[src/i2c_start_pkg.sv]
/*
  Constants shared by the START generator and its baud countdown.
  Assumes nothing beyond a SystemVerilog tool that reads packages.
*/
package i2c_start_pkg;
  // Reload field width and countdown target
  localparam int RELOAD_WIDTH = 7;
  localparam logic [6:0] COUNT_END = 7'h00;
  // Reset values
  localparam logic [6:0] RELOAD_RESET = 7'h00;
  // Edges the check phase waits so released lines pass both synchroniser stages
  localparam logic [1:0] SETTLE_CYCLES = 2'h2;
  // Sequencer states
  typedef enum logic [2:0] {
    ST_IDLE,
    ST_CHECK,
    ST_FIRST,
    ST_SECOND,
    ST_DONE
  } start_state_t;
endpackage

[src/baud_countdown.sv]
/*
  Reloadable down counter that times each phase of a START condition.
  Assumes load and clear come from logic on the same clock.
*/
`timescale 1ns/1ps
`default_nettype none
module baud_countdown
  import i2c_start_pkg::*;
#(
  parameter int WIDTH = RELOAD_WIDTH
)
(
  // Clock and reset
  input wire logic clk_sys,
  input wire logic reset_n,
  // Control
  input wire logic load,
  input wire logic clear,
  input wire logic [WIDTH-1:0] reload_value,
  // Status
  output logic expired
);
  logic [WIDTH-1:0] count;
  logic running;

  initial
  begin
    if (WIDTH < 1)
    begin
      $error("baud_countdown: WIDTH must be at least 1");
    end
  end

  // Count down from the reload value; clear wins so an early SDA low cancels the phase
  always_ff @(posedge clk_sys or negedge reset_n)
  begin
    if (!reset_n)
    begin
      count <= '0;
      running <= 1'b0;
    end
    else if (clear)
    begin
      count <= '0;
      running <= 1'b0;
    end
    else if (load)
    begin
      count <= reload_value;
      running <= 1'b1;
    end
    else if (running && count != '0)
    begin
      count <= count - 1'b1;
    end
    else
    begin
      running <= 1'b0;
    end
  end

  // One-cycle pulse when a running count reaches zero
  always_ff @(posedge clk_sys or negedge reset_n)
  begin
    if (!reset_n)
    begin
      expired <= 1'b0;
    end
    else
    begin
      expired <= running && !load && !clear && count == '0;
    end
  end
endmodule // baud_countdown
`default_nettype wire

[src/i2c_master_start_collision.sv]
/*
  I2C master START generator with collision detection on open-drain SDA and SCL.
  Lines stay low after a finished START until the next request releases them.
  Assumes pin inputs are asynchronous and the partner keeps its own I2C rules.
*/
`timescale 1ns/1ps
`default_nettype none
module i2c_master_start_collision
  import i2c_start_pkg::*;
#(
  parameter int RELOAD_W = RELOAD_WIDTH
)
(
  // Clock and reset
  input wire logic clk_sys,
  input wire logic reset_n,
  // Control from the serial module
  input wire logic start_request,
  input wire logic [RELOAD_W-1:0] baud_reload_value,
  input wire logic collision_clear,
  // Status to the serial module
  output logic start_busy,
  output logic start_done,
  output logic bus_collision_flag,
  // Open-drain SDA
  input wire logic sda_in,
  output logic sda_out,
  output logic sda_oe,
  // Open-drain SCL
  input wire logic scl_in,
  output logic scl_out,
  output logic scl_oe
);
  // Sequencer
  start_state_t state;
  start_state_t next_state;
  logic [1:0] settle;
  logic settle_done;

  // Synchronised pins
  logic sda_meta;
  logic sda_sync;
  logic scl_meta;
  logic scl_sync;

  // Countdown control
  logic count_load;
  logic count_clear;
  logic count_load_any;
  logic count_expired;

  // Line drive and collision
  logic collision_event;
  logic next_sda_drive;
  logic next_scl_drive;

  initial
  begin
    if (RELOAD_W != RELOAD_WIDTH)
    begin
      $error("i2c_master_start_collision: reload width must be seven");
    end
    if (SETTLE_CYCLES < 2'h2)
    begin
      $error("i2c_master_start_collision: settle count must cover both synchroniser stages");
    end
  end

  // Two-stage synchronisers; only the second stage feeds logic
  // They reset to the released high level, so no false low line follows reset
  always_ff @(posedge clk_sys or negedge reset_n)
  begin
    if (!reset_n)
    begin
      sda_meta <= 1'b1;
      sda_sync <= 1'b1;
      scl_meta <= 1'b1;
      scl_sync <= 1'b1;
    end
    else
    begin
      sda_meta <= sda_in;
      sda_sync <= sda_meta;
      scl_meta <= scl_in;
      scl_sync <= scl_meta;
    end
  end

  // Phase timer
  // One generator serves both phases; the clear of the first lands before the second load
  baud_countdown #(
    .WIDTH(RELOAD_W)
  ) u_baud_rate_generator (
    .clk_sys(clk_sys),
    .reset_n(reset_n),
    .load(count_load_any),
    .clear(count_clear),
    .reload_value(baud_reload_value),
    .expired(count_expired)
  );

  // Settle count for the check phase: releasing the lines at the request takes two more
  // edges to reach the synchronisers, and a line we held low must not look like a rival
  always_ff @(posedge clk_sys or negedge reset_n)
  begin
    if (!reset_n)
    begin
      settle <= 2'h0;
    end
    else if (state != ST_CHECK)
    begin
      settle <= 2'h0;
    end
    else if (settle != SETTLE_CYCLES)
    begin
      settle <= settle + 2'h1;
    end
  end

  // The check phase decides only once the lines are seen as they stand now
  assign settle_done = settle == SETTLE_CYCLES;

  // Sequencer; the second phase ignores SCL since another master may already be clocking
  always_comb
  begin
    next_state = state;
    count_load = 1'b0;
    count_clear = 1'b0;
    collision_event = 1'b0;
    unique case (state)
      ST_IDLE:
      begin
        if (start_request)
        begin
          next_state = ST_CHECK;
        end
      end
      ST_CHECK:
      begin
        if (!settle_done)
        begin
          next_state = ST_CHECK; // Released lines have not reached the synchronisers yet
        end
        else if (!sda_sync || !scl_sync)
        begin
          collision_event = 1'b1;
          next_state = ST_IDLE;
        end
        else
        begin
          count_load = 1'b1;
          next_state = ST_FIRST;
        end
      end
      ST_FIRST:
      begin
        if (!scl_sync)
        begin
          collision_event = 1'b1;
          count_clear = 1'b1;
          next_state = ST_IDLE;
        end
        else if (!sda_sync || count_expired)
        begin
          // Early SDA low from another master is a START in progress, not a collision
          count_clear = 1'b1;
          next_state = ST_SECOND;
        end
      end
      ST_SECOND:
      begin
        // SCL pulled low now is a rival's clock, not a collision
        if (count_expired)
        begin
          next_state = ST_DONE;
        end
      end
      ST_DONE:
      begin
        next_state = ST_IDLE;
      end
      default:
      begin
        next_state = ST_IDLE; // Unused state codes fall back to idle
      end
    endcase
  end

  // Second phase reload lands one cycle after the first phase ends
  // Registered so the clear of the first phase and the reload never meet in one cycle
  logic reload_second;
  always_ff @(posedge clk_sys or negedge reset_n)
  begin
    if (!reset_n)
    begin
      state <= ST_IDLE;
      reload_second <= 1'b0;
    end
    else
    begin
      state <= next_state;
      reload_second <= state == ST_FIRST && next_state == ST_SECOND;
    end
  end

  // Second countdown; SCL is not checked here
  logic second_load;
  assign second_load = reload_second;
  // Either phase loads the generator
  assign count_load_any = count_load | second_load;

  // Line drive levels
  always_comb
  begin
    next_sda_drive = sda_oe;
    next_scl_drive = scl_oe;
    // Only an abort or a new request releases both lines; after a finished START they stay low,
    // since letting SDA rise while SCL is high would put a STOP on the bus
    if (collision_event)
    begin
      next_sda_drive = 1'b0;
      next_scl_drive = 1'b0;
    end
    if (state == ST_IDLE && next_state == ST_CHECK)
    begin
      next_sda_drive = 1'b0;
      next_scl_drive = 1'b0;
    end
    if (state == ST_FIRST && next_state == ST_SECOND)
    begin
      next_sda_drive = 1'b1;
    end
    if (state == ST_SECOND && next_state == ST_DONE)
    begin
      next_scl_drive = 1'b1;
    end
  end

  // Open-drain drivers: output value is always low, the enable does the work
  // Lines that stay driven after START wait for the next request to release them
  always_ff @(posedge clk_sys or negedge reset_n)
  begin
    if (!reset_n)
    begin
      sda_oe <= 1'b0;
      scl_oe <= 1'b0;
      sda_out <= 1'b0;
      scl_out <= 1'b0;
    end
    else
    begin
      sda_oe <= next_sda_drive;
      scl_oe <= next_scl_drive;
      sda_out <= 1'b0;
      scl_out <= 1'b0;
    end
  end

  // Status pulses and busy level
  // Busy follows the next state so it rises on the same edge as the release
  always_ff @(posedge clk_sys or negedge reset_n)
  begin
    if (!reset_n)
    begin
      start_busy <= 1'b0;
      start_done <= 1'b0;
    end
    else
    begin
      start_busy <= next_state != ST_IDLE;
      start_done <= next_state == ST_DONE;
    end
  end

  // Sticky collision flag; a new collision wins over a clear in the same cycle
  // A clear only touches the flag, never the line drivers
  always_ff @(posedge clk_sys or negedge reset_n)
  begin
    if (!reset_n)
    begin
      bus_collision_flag <= 1'b0;
    end
    else if (collision_event)
    begin
      bus_collision_flag <= 1'b1;
    end
    else if (collision_clear)
    begin
      bus_collision_flag <= 1'b0;
    end
  end
endmodule // i2c_master_start_collision
`default_nettype wire

[config.mk]
export PLATFORM = sky130hd
export DESIGN_NAME = i2c_master_start_collision
export DESIGN_NICKNAME = d
export VERILOG_FILES = /design/src/i2c_start_pkg.sv /design/src/baud_countdown.sv /design/src/i2c_master_start_collision.sv
export SDC_FILE = /design/constraint.sdc
export NUM_CORES = 1
export LEC_CHECK = 0
export BUFFER_PORTS_ARGS = -buffer_cell sky130_fd_sc_hd__buf_4
export CAP_MARGIN = 20
export CORE_ASPECT_RATIO = 1.2
export CORE_MARGIN = 2
export CORE_UTILIZATION = 40
export DETAILED_ROUTE_END_ITERATION = 16
export GPL_TIMING_DRIVEN = 0
export PLACE_DENSITY = 0.67
export REMOVE_ABC_BUFFERS = 1
export SLEW_MARGIN = 10
export SYNTH_ARGS = -nofsm -noshare
export SYNTH_HDL_FRONTEND = slang
export SYNTH_SLANG_ARGS = --single-unit
export TNS_END_PERCENT = 100
[constraint.sdc]
create_clock -name clk_sys -period 2.7 [get_ports clk_sys]
set_input_delay 0.135 -clock clk_sys [delete_from_list [all_inputs] [get_ports clk_sys]]
set_output_delay 0.135 -clock clk_sys [all_outputs]
set_load 0.05 [all_outputs]
==> After elaboration in Yosys (flattened, before gate mapping) <==
Cells that the tools add are included.
{ "classes": {"n_addsub": 2, "eq_ne": 10, "n_mux": 31, "bitwise_logic": 1, "reduce_logical": 22} }
{ "ops": {"columns": ["cell", "n"], "rows": [
  ["7-bit 2-to-1 mux", 3],
  ["1-bit 2-to-1 mux", 18],
  ["3-bit 2-to-1 mux", 4],
  ["3-bit one-hot mux with 4 select lines", 1],
  ["3-bit nonzero test", 4],
  ["3-bit by 2-bit equality test with 1-bit output (second input constant)", 3],
  ["2-bit 2-to-1 mux", 4],
  ["1-bit logical AND", 7],
  ["7-bit zero test", 1],
  ["7-bit nonzero test", 1],
  ["7-bit by 1-bit subtractor with 7-bit output (second input constant)", 1],
  ["3-bit by 1-bit equality test with 1-bit output (second input constant)", 2],
  ["3-bit by 1-bit inequality test with 1-bit output (second input constant)", 2],
  ["1-bit zero test", 4],
  ["2-bit nonzero test", 2],
  ["3-bit equality test (second input constant)", 1],
  ["3-bit zero test", 1],
  ["2-bit by 1-bit adder with 2-bit output (second input constant)", 1],
  ["2-bit equality test (second input constant)", 1],
  ["1-bit logical OR", 2],
  ["2-bit inequality test (second input constant)", 1],
  ["1-bit one-hot mux with 2 select lines", 1],
  ["1-bit OR", 1]
]} }
{ "word_totals": {"regBits": 24, "in_bits": 13} }

==> Longest topological paths before layout <==
Gate-level depths: netlist of run 1.
{ "depth": {"word_depth": 10, "depth_mapped": 7, "depth_no_buf": 6} }

==> By module <==
A second synthesis of run 1 with hierarchy kept.
{ "hier_totals": {"hier_cells": 123, "area_unflattened_um2": 1249.9} }
{ "by_module_without_submodules": {"columns": ["module", "instances", "cells_each", "area_each_um2"], "rows": [
  ["i2c_master_start_collision", 1, 64, 720.7],
  ["baud_countdown", 1, 59, 529.3]
]} }

==> Worst setup path before layout of run 1 <==
OpenSTA, ideal clock, no wires.
{ "synth_path": {"kind": "register to register", "startpoint": "register u_baud_rate_generator.count[0]", "endpoint": "register u_baud_rate_generator.count[1]", "setup_ns": 0.094, "arrival_time_ns": 1.756, "required_ns": 2.606, "setup_slack_ns": 0.850, "stages_incl_launch_ff": 7, "synth_period_minus_slack_ns": 1.850, "path_cell_list": "dfrtp_1 -> inv_1 -> ha_1 -> nor3b_1 -> a21bo_2 -> mux2_2 -> a211oi_1"} }
{ "synth_between": {"elab_chain_cells": 4, "elab_cells_between_ends": 7} }
{ "synth_rtl": {"columns": ["element", "line_no", "text"], "rows": [
  ["from (decl)", "baud_countdown.sv:23", "logic [WIDTH-1:0] count;"],
  ["from (signal assigned)", "baud_countdown.sv:49", "count <= reload_value;"],
  ["from (signal assigned)", "baud_countdown.sv:54", "count <= count - 1'b1;"],
  ["7-bit by 1-bit subtractor with 7-bit output", "baud_countdown.sv:54", null],
  ["7-bit 2-to-1 mux", "baud_countdown.sv:52", "else if (running && count != '0)"],
  ["7-bit 2-to-1 mux", "baud_countdown.sv:47", "else if (load)"],
  ["7-bit 2-to-1 mux", "baud_countdown.sv:42", "else if (clear)"]
]} }
Parallel ways exist; a longest one is shown, timed or not. The select of a mux whose other input is x is not followed.
A chain may end at the register's enable or synchronous reset.

==> Worst setup path after layout of run 1 <==
Same ends and word-level chain as after synthesis.

==> results of run 1 <==
cell type report:
cell class / instances / area, um2 / share of cell area
Sequential cell: 24 / 605.6 / 0.4376
Multi-Input combinational cell: 74 / 491.7 / 0.3553
Timing Repair Buffer: 22 / 172.7 / 0.1248
Inverter: 12 / 45.04 / 0.03255
Tap cell: 34 / 42.54 / 0.03074
Clock buffer: 4 / 26.28 / 0.01899
worst max-delay path by stage:
stage          slack, ps                        endpoint  cells past startpoint
6_report             590  u_baud_rate_generator.count[1]                      6
5_1_grt              400  u_baud_rate_generator.count[1]                      6
4_1_cts              590  u_baud_rate_generator.count[1]                      6
3_5_place_dp         630  u_baud_rate_generator.count[1]                      6
3_3_place_gp         650  u_baud_rate_generator.count[1]                      6
2_1_floorplan        850  u_baud_rate_generator.count[1]                      6
sequential cells by signal, summed over array words and instances (netlist names):
signal / flops
scl_oe: 1
bus_collision_flag: 1
scl_meta: 1
u_baud_rate_generator.expired: 1
state: 3
scl_sync: 1
u_baud_rate_generator.running: 1
sda_meta: 1
settle: 2
sda_oe: 1
start_busy: 1
u_baud_rate_generator.count: 7
reload_second: 1
start_done: 1
sda_sync: 1
where the power goes:
| group | switching, mW | internal, mW | total [mW] |
|---|---|---|---|
| Combinational | 0.312 | 0.271 | 0.583 |
| Clock | 0.0999 | 0.0576 | 0.157 |
| Sequential | 0.107 | 0.475 | 0.583 |
| Total | 0.519 | 0.804 | 1.32 |
cell usage in the layout, fill, tap and decap left out, types with 2 or more instances in the layout:
cell,instances
dfrtp_1,20
inv_1,12
nor3_1,3
conb_1,2
nor2b_1,2
a211oi_1,8
nand2_1,5
or4b_2,2
or3_1,3
clkbuf_4,3
mux2i_1,3
nor3b_1,2
ha_1,3
dfstp_2,4
a21oi_1,5
buf_4,17
o21ai_0,3
dlygate4sd3_1,4
nor2_1,14
timing repair:
action / in CTS / in global routing
hold buffers: 4 / 0
setup buffers: 0 / 0
setup endpoints to repair: 0 / 0
hold endpoints to repair: 27 / 0
cell families after synthesis:
group	Yosys count	synth area share
other	1	0.003199
muxes	4	0.03522
xor gates and xnor gates	2	0.01494
DFF	24	0.5165
adders and majority gates	3	0.03202
buffers and inverters	16	0.06723
and+or+nand+nor	37	0.1718
AOI/OAI and AO/OA	26	0.1590
layer usage:
metal,GRT usage,vias up
li1,-,436
met1,0.1561,430
met2,0.2562,15
met3,0.02133,2
met4,0.04487,0
met5,0,-
worst max-delay path: cells and delay by family (launching register included):
family	cells	cell delay, ps
and+or+nand+nor	1	470
DFF	1	400
AOI/OAI and AO/OA	2	490
adders and majority gates	1	200
buffers and inverters	1	130
muxes	1	330
==> flow_summary.ini, run 1 <==
[job]
maxCapViolations = 0

[global_route]
grt_max_degree = 25
grt_pass1_vias = 904
track_usage = 0.1392
antenna_found_initial = 0
grt_pass1_wl_um = 3615
grt.overflow.total = 0

[critical_path]
crit_path_top_delay_cell = nor3b_1
start_kind = flip-flop
cpPeakStageDelay_ps = 470
crit_arrival_ps = 2330
r2r-start = u_baud_rate_generator.count[0]
rr_endpoint = u_baud_rate_generator.count[1]
crit_chain = inv_1, ha_1, nor3b_1, a21bo_2, mux2_2, a211oi_1
cp_max_fo = 5
cp-startpoint = u_baud_rate_generator.count[0]
r2r_slack_ps = 590
end_kind = flip-flop
crit_type = flip-flop to flip-flop
reg2reg_depth = 6
worstPathRequired_ps = 2920

[cts]
numCtsBuffers = 3
insertion_delay_ps = 300
cts_resized = 0
cts-root-buf = clkbuf_4
htreeDepth = 1
clk_pin_slew_ps = 130
cts_sinks = 24
cts_max_path_buffers = 2
tritoncts = done

[sta]
min_period_ps = 2109
tightest_slew_ps = 612.0
slew_violations = 0
period_share = 0.7812
fin_skew_ps = 4.855
max_freq_ghz = 0.4741
grt_setup_unrepaired = false
setup_viol = 0
holdWs_ps = 106.2
setup_ws_ps = 590.8
final_hold_viol_count = 0
relSlewSlack = 0.5920
timing.setup.tns_ps = 0

[routing]
postRouteAntennaNets = 0
drt-pass1-iter-count = 4
wl_met3_um = 71
highest_layer = met4
met2_length_um = 1181
drt_wl_total_um = 2112
drcViolationCount = 0
routedWlPerCell_um = 12.42
vias = 883
drt_iter0_markers = 11
vias_per_cell = 5.194
wl_met1_um = 849

[power_and_ir_drop]
total_power_mw = 1.323
peakVddDrop_mv = 0.4826
p_leak_nw = 0.6500
p_per_area_nw_per_um2 = 956.3

[yosys]
seq_area_frac_synth = 0.5165
yosys-top-cells-area = dfrtp_1, dfstp_2, a211oi_1
async_reset_ff_frac = 1.000
synth.top_cell.area_share = 0.4269
ys_seq_elements = 24
synthCells = 113
synth_ff_type = dfrtp_1
synth_area_um2 = 1172
synthTopCellsByCount = dfrtp_1, nor2_1, inv_1
synth_area_leader_cell = dfrtp_1
yosys_warnings = 0
synth.most_common_cell = dfrtp_1
synth_edf_count = 0
avgSynthCellArea_um2 = 10.37
netlist-cell-type-count = 37

[floorplan]
rows = 21
die_x_um = 53.42
coreArea_um2 = 2785
dieArea_um2 = 3382
die_y_um = 63.31
start_util = 0.4209
ios = 20

[layout]
syn_to_final_growth_pct = 18.04
layout.nets = 153
drive_gt1_frac = 0.2426
utilization = 0.4969
final_cells = 170
n_antenna_cell = 0
n_fill_cell = 277
final_area_um2 = 1384

[status]
status = finished, final reports clean

[worst_hold_path]
hold_class = input pin to flip-flop
hp-start = baud_reload_value[6]
holdPathEnd = u_baud_rate_generator.count[6]
hold_depth = 3

[placement]
pre_cts_slack_ps = 631.3
placedInstanceArea_um2 = 1313
dp.final_hpwl_um = 1484
io_buffers = 17
place_inst = 161
place.gp.congestion = 0.8043
(Power assumes the default switching activity.)
==> run 2, diff against run 1 <==
--- a/config.mk
+++ b/config.mk
@@ -12,7 +12,7 @@
 export CORE_UTILIZATION = 40
 export DETAILED_ROUTE_END_ITERATION = 16
 export GPL_TIMING_DRIVEN = 0
-export PLACE_DENSITY = 0.67
+export PLACE_DENSITY = 0.69
 export REMOVE_ABC_BUFFERS = 1
 export SLEW_MARGIN = 10
 export SYNTH_ARGS = -nofsm -noshare
==> constraint.sdc (replaced) <==
create_clock -name clk_sys -period 1.79 [get_ports clk_sys]
set_input_delay 0.0895 -clock clk_sys [delete_from_list [all_inputs] [get_ports clk_sys]]
set_output_delay 0.0895 -clock clk_sys [all_outputs]
set_load 0.05 [all_outputs]
==> run 2 against run 1 <==
  * Utilization grew 3.1 points
  * Sequential cell count is the same
  * Design area grew 6.3%
  * Register-to-register slack lost 530 ps
  * Combinational power grew 73%
  * Sequential share of layout area shrank 2.4 points
  * Via count grew 0.34%
  * Largest power group is now combinational cells
  * Non-clock buffer count grew 4
  * Routed wire length grew 0.43%
  * Setup slack lost 530 ps
  * Global-route usage shrank 0.19 points
  * Cell count grew 2.4%
==> flow_summary.ini, run 2 (same netlist as run 1, synthesis figures left out) <==
[sta]
setup_viol = 0
fin_skew_ps = 11.34
period_share = 0.9659
max_freq_ghz = 0.5784
setup_ws_ps = 61.03
tightest_slew_ps = 680.6
grt_setup_unrepaired = true
final_hold_viol_count = 0
relSlewSlack = 0.5438
min_period_ps = 1729
slew_violations = 0

[floorplan]
dieArea_um2 = 3382
die_y_um = 63.31
rows = 21
ios = 20
die_x_um = 53.42
start_util = 0.4209
coreArea_um2 = 2785

[cts]
htreeDepth = 1
cts-root-buf = clkbuf_4
clk_pin_slew_ps = 130
tritoncts = done
cts_max_path_buffers = 2
cts_sinks = 24
insertion_delay_ps = 310
numCtsBuffers = 3

[power_and_ir_drop]
p_per_area_nw_per_um2 = 1479
p_int_mw = 1.340
clkPwrFrac = 0.128
seq_power_share = 0.409
switchingPower_mw = 0.8359
combPwrFrac = 0.463
switching_share = 0.3841
peakVddDrop_mv = 0.7683
p_leak_nw = 0.6922

[routing]
vias = 886
drt-pass1-iter-count = 3
vias_per_cell = 5.092
postRouteAntennaNets = 0
drcViolationCount = 0
drt_iter0_markers = 16
drt_wl_total_um = 2121
routedWlPerCell_um = 12.19

[layout]
regMostFlops = u_baud_rate_generator.count
n_antenna_cell = 0
utilization = 0.5283
top_regs = u_baud_rate_generator.count: 7 flops, state: 3 flops, settle: 2 flops
layout_common_cells = buf_4, dfrtp_1, nor2_1
final_area_um2 = 1471
largest_register_ffs = 7
syn_to_final_growth_pct = 25.51
layout.nets = 157
final_cells = 174
layout_commonest_cell = buf_4
drive_gt1_frac = 0.3500

[placement]
dp.final_hpwl_um = 1470
place_inst = 161
pre_cts_slack_ps = -268.6
place.gp.congestion = 0.8069
io_buffers = 17
placedInstanceArea_um2 = 1313

[global_route]
track_usage = 0.1373
grt.overflow.total = 0
grt_pass1_wl_um = 3525
antenna_found_initial = 0
grt_max_degree = 25
grt_pass1_vias = 831

[job]
maxCapViolations = 0

[status]
status = finished, final reports clean

[critical_path]
crit_arrival_ps = 1950
crit_chain = or4b_2, a211oi_2, a21oi_1, a211oi_1
crit_path_top_delay_cell = or4b_2
crit_type = flip-flop to flip-flop
worstPathRequired_ps = 2010
start_kind = flip-flop
cpPeakStageDelay_ps = 670
end_kind = flip-flop
cp_max_fo = 7

[worst_hold_path]
hold_class = input pin to flip-flop
[run 2: worst max-delay path, delay by kind of cell (launching register included)]
family / cells / cell delay, ps
AND/OR/NAND/NOR: 1 / 670
flip-flops: 1 / 470
AO/OA/AOI/OAI: 3 / 510
[run 2: repair_timing]
item                                    CTS  global route
endpoints found under the setup margin    9             6
hold buffers                              4             0
endpoints found under the hold margin    27             0
resized for setup                         8             5
setup buffers                             0             5
pin swaps                                 0             2
[run 2: per-stage QoR]
step	power, mW	hold WS [ps]	TNS (ps)
floorplan	1.542	-206.1	-59.47
global placement	1.721	0.4726	-348.2
detailed placement	1.751	8.020	-574.1
CTS	2.085	39.54	-1.793
global route	2.370	47.41	-41.17
finish	2.176	51.91	0
[run 2: layout make-up]
| cell class | instances | area (um2) |
|---|---|---|
| Clock buffer | 4 | 36.28 |
| Multi-Input combinational cell | 74 | 534.3 |
| Timing Repair Buffer | 26 | 205.2 |
| Tap cell | 34 | 42.54 |
| Inverter | 12 | 45.04 |
| Sequential cell | 24 | 608.1 |
| Fill cell | 273 | 1314 |
[run 2: power groups by stage]
stage          sequential, mW  combinational [mW]  clock, mW
2_1_floorplan           0.934               0.607          0
3_3_place_gp            0.875               0.846          0
3_5_place_dp            0.886               0.865          0
4_1_cts                 0.894               0.899      0.291
5_1_grt                 0.916                1.14      0.317
6_report                0.891                1.01      0.278
[run 2: final timing paths]
kind                                                     start                        endpoint  slack [ps]  depth (start not counted)
worst max-delay path            u_baud_rate_generator.count[2]  u_baud_rate_generator.count[3]          60                          4
worst min-delay path                      baud_reload_value[6]  u_baud_rate_generator.count[6]          50                          3
worst max register to register  u_baud_rate_generator.count[2]  u_baud_rate_generator.count[3]          60                          4
worst min register to register                        sda_meta                        sda_sync         370                          0
max in group asynchronous                              reset_n                        scl_meta        1300                          2
min in group asynchronous                              reset_n  u_baud_rate_generator.count[1]         200                          2
[run 2: per-layer routing]
layer  GRT usage  part of all wire  up-vias
met5           0                 0        -
met4     0.07051            0.0057        0
met3     0.02607             0.035        2
met2      0.2145              0.52       13
met1      0.1758              0.44      429
li1            -                 -      442
==> run 3, diff against run 2 <==
--- a/config.mk
+++ b/config.mk
@@ -12,7 +12,7 @@
 export CORE_UTILIZATION = 40
 export DETAILED_ROUTE_END_ITERATION = 16
 export GPL_TIMING_DRIVEN = 0
-export PLACE_DENSITY = 0.69
+export PLACE_DENSITY = 0.67
 export REMOVE_ABC_BUFFERS = 1
 export SLEW_MARGIN = 10
 export SYNTH_ARGS = -nofsm -noshare
==> constraint.sdc (replaced) <==
create_clock -name clk_sys -period 1.9 [get_ports clk_sys]
set_input_delay 0.095 -clock clk_sys [delete_from_list [all_inputs] [get_ports clk_sys]]
set_output_delay 0.095 -clock clk_sys [all_outputs]
set_load 0.05 [all_outputs]
==> run 3 against run 2 <==
  * Design area is 3.8% lower
  * Global-route usage is 0.33 points higher
  * Worst hold slack better by 13 ps
  * Via count is 0.79% lower
  * Sequential share of layout area is 1.6 points higher
  * Sequential cell count stayed put
  * Routed wire length is 2.9% lower
  * Sequential power is 5.5% lower
  * Cell count is 2.9% lower
  * Total power is 11% lower
  * Setup slack better by 61 ps
  * Combinational power is 13% lower
==> flow_summary.ini, run 3 (same netlist as run 1, synthesis figures left out) <==
[status]
status = finished, final reports clean

[routing]
drt_iter0_markers = 11
drt-pass1-iter-count = 4
drcViolationCount = 0
vias = 879
vias_per_cell = 5.201
wl_met1_um = 837
routedWlPerCell_um = 12.18
met2_length_um = 1159
postRouteAntennaNets = 0
highest_layer = met3
drt_wl_total_um = 2059
wl_met3_um = 61

[power_and_ir_drop]
switchingPower_mw = 0.7589
peakVddDrop_mv = 0.7096
switching_share = 0.3915
p_per_area_nw_per_um2 = 1370
seq_power_share = 0.435
p_int_mw = 1.180
combPwrFrac = 0.452
p_leak_nw = 0.6498
clkPwrFrac = 0.113
total_power_mw = 1.938

[critical_path]
crit_type = flip-flop to flip-flop
cpPeakStageDelay_ps = 400
crit_arrival_ps = 2010
worstPathRequired_ps = 2140
critPathTopFamily = compound AO/OA/AOI/OAI gates
crit_chain = inv_1, ha_4, nor3b_4, a21bo_2, mux2_2, a211oi_2
cp_max_fo = 5
crit_buf_inv = 1
start_kind = flip-flop
crit_path_top_delay_cell = dfrtp_1
end_kind = flip-flop

[global_route]
grt_pass1_vias = 908
grt_pass1_wl_um = 3643
track_usage = 0.1407
grt_max_degree = 25
antenna_found_initial = 0
grt.overflow.total = 0

[placement]
io_buffers = 17
dp.final_hpwl_um = 1484
place.gp.congestion = 0.8043

[worst_hold_path]
hold_class = input pin to flip-flop

[layout]
syn_to_final_growth_pct = 20.70
n_antenna_cell = 0
regMostFlops = u_baud_rate_generator.count
largest_register_ffs = 7
seqCellArea_um2 = 606.8
layout_common_cells = dfrtp_1, buf_4, nor2_1
utilization = 0.5081
n_fill_cell = 277
multi_input_area_um2 = 526.8
layout_commonest_cell = dfrtp_1
layout.nets = 152
drive_gt1_frac = 0.2889
top_regs = u_baud_rate_generator.count: 7 flops, state: 3 flops, settle: 2 flops

[cts]
post_cts_buffers = 0
cts_max_path_buffers = 2
insertion_delay_ps = 300
htreeDepth = 1
cts-root-buf = clkbuf_4
clk_pin_slew_ps = 120
cts_sinks = 24
tritoncts = done
numCtsBuffers = 3

[floorplan]
coreArea_um2 = 2785
rows = 21
die_y_um = 63.31
die_x_um = 53.42
ios = 20
start_util = 0.4209
dieArea_um2 = 3382

[sta]
relSlewSlack = 0.5386
min_period_ps = 1778
final_hold_viol_count = 0
period_share = 0.9358
setup_viol = 0
holdWs_ps = 65.26
grt_setup_unrepaired = false
slew_violations = 0
timing.setup.tns_ps = 0
fin_skew_ps = 10.32
tightest_slew_ps = 688.4
max_freq_ghz = 0.5624

[job]
maxCapViolations = 0
## run 3: changes by cell type in the layout (fill, tap and decap cells not counted), sizes merged
cell and delta:
buf -5
## run 3: worst register-to-register path: cells and delay by family (launching register included)
family	cells	cell delay, ps
and+or+nand+nor	1	260
AOI/OAI and AO/OA	2	410
adders and majority gates	1	160
DFF	1	400
buffers and inverters	1	150
muxes	1	340
## run 3: power by group through the flow
stage	sequential, mW	combinational [mW]	clock (mW)
finish	0.842	0.876	0.220
global route	0.871	0.989	0.252
CTS	0.837	0.848	0.238
detailed placement	0.835	0.819	0
global placement	0.824	0.798	0
floorplan	0.880	0.572	0
## run 3: path summary, 6_finish.rpt
kind,start,to,slack [ps],cells after the start
setup / recovery,u_baud_rate_generator.count[1],u_baud_rate_generator.count[1],120,6
setup reg to reg,u_baud_rate_generator.count[1],u_baud_rate_generator.count[1],120,6
hold reg to reg,scl_meta,scl_sync,360,0
min in group asynchronous,reset_n,u_baud_rate_generator.count[1],200,2
hold / removal,baud_reload_value[6],u_baud_rate_generator.count[6],70,3
max in group asynchronous,reset_n,scl_sync,1410,2
## run 3: metal layers
layer  GRT usage  vias to the layer above
li1            -                      434
met1      0.1561                      434
met2      0.2608                       11
met3     0.02133                        0
met4     0.04487                        0
met5           0                        -
## run 3: stage by stage
step / instances / cell area, um2 / worst slack [ps]
finish: 169 / 1415 / 122.0
global placement: 161 / 1313 / -149.4
global route: 169 / 1415 / 33.47
detailed placement: 161 / 1313 / -168.7
floorplan: 110 / 1142 / 50.53
CTS: 169 / 1395 / 24.77
## run 3: timing repair
action	CTS	global route
hold buffers	4	0
setup endpoints to repair	2	8
gates resized for setup	3	6
hold endpoints to repair	27	0
## run 3: final cells by class
type                       count  area share
sequential                    24      0.4288
clock buffer                   4     0.01857
tap                           34     0.03006
timing repair buffer          21      0.1185
inverter                      12     0.03183
multi-input combinational     74      0.3722
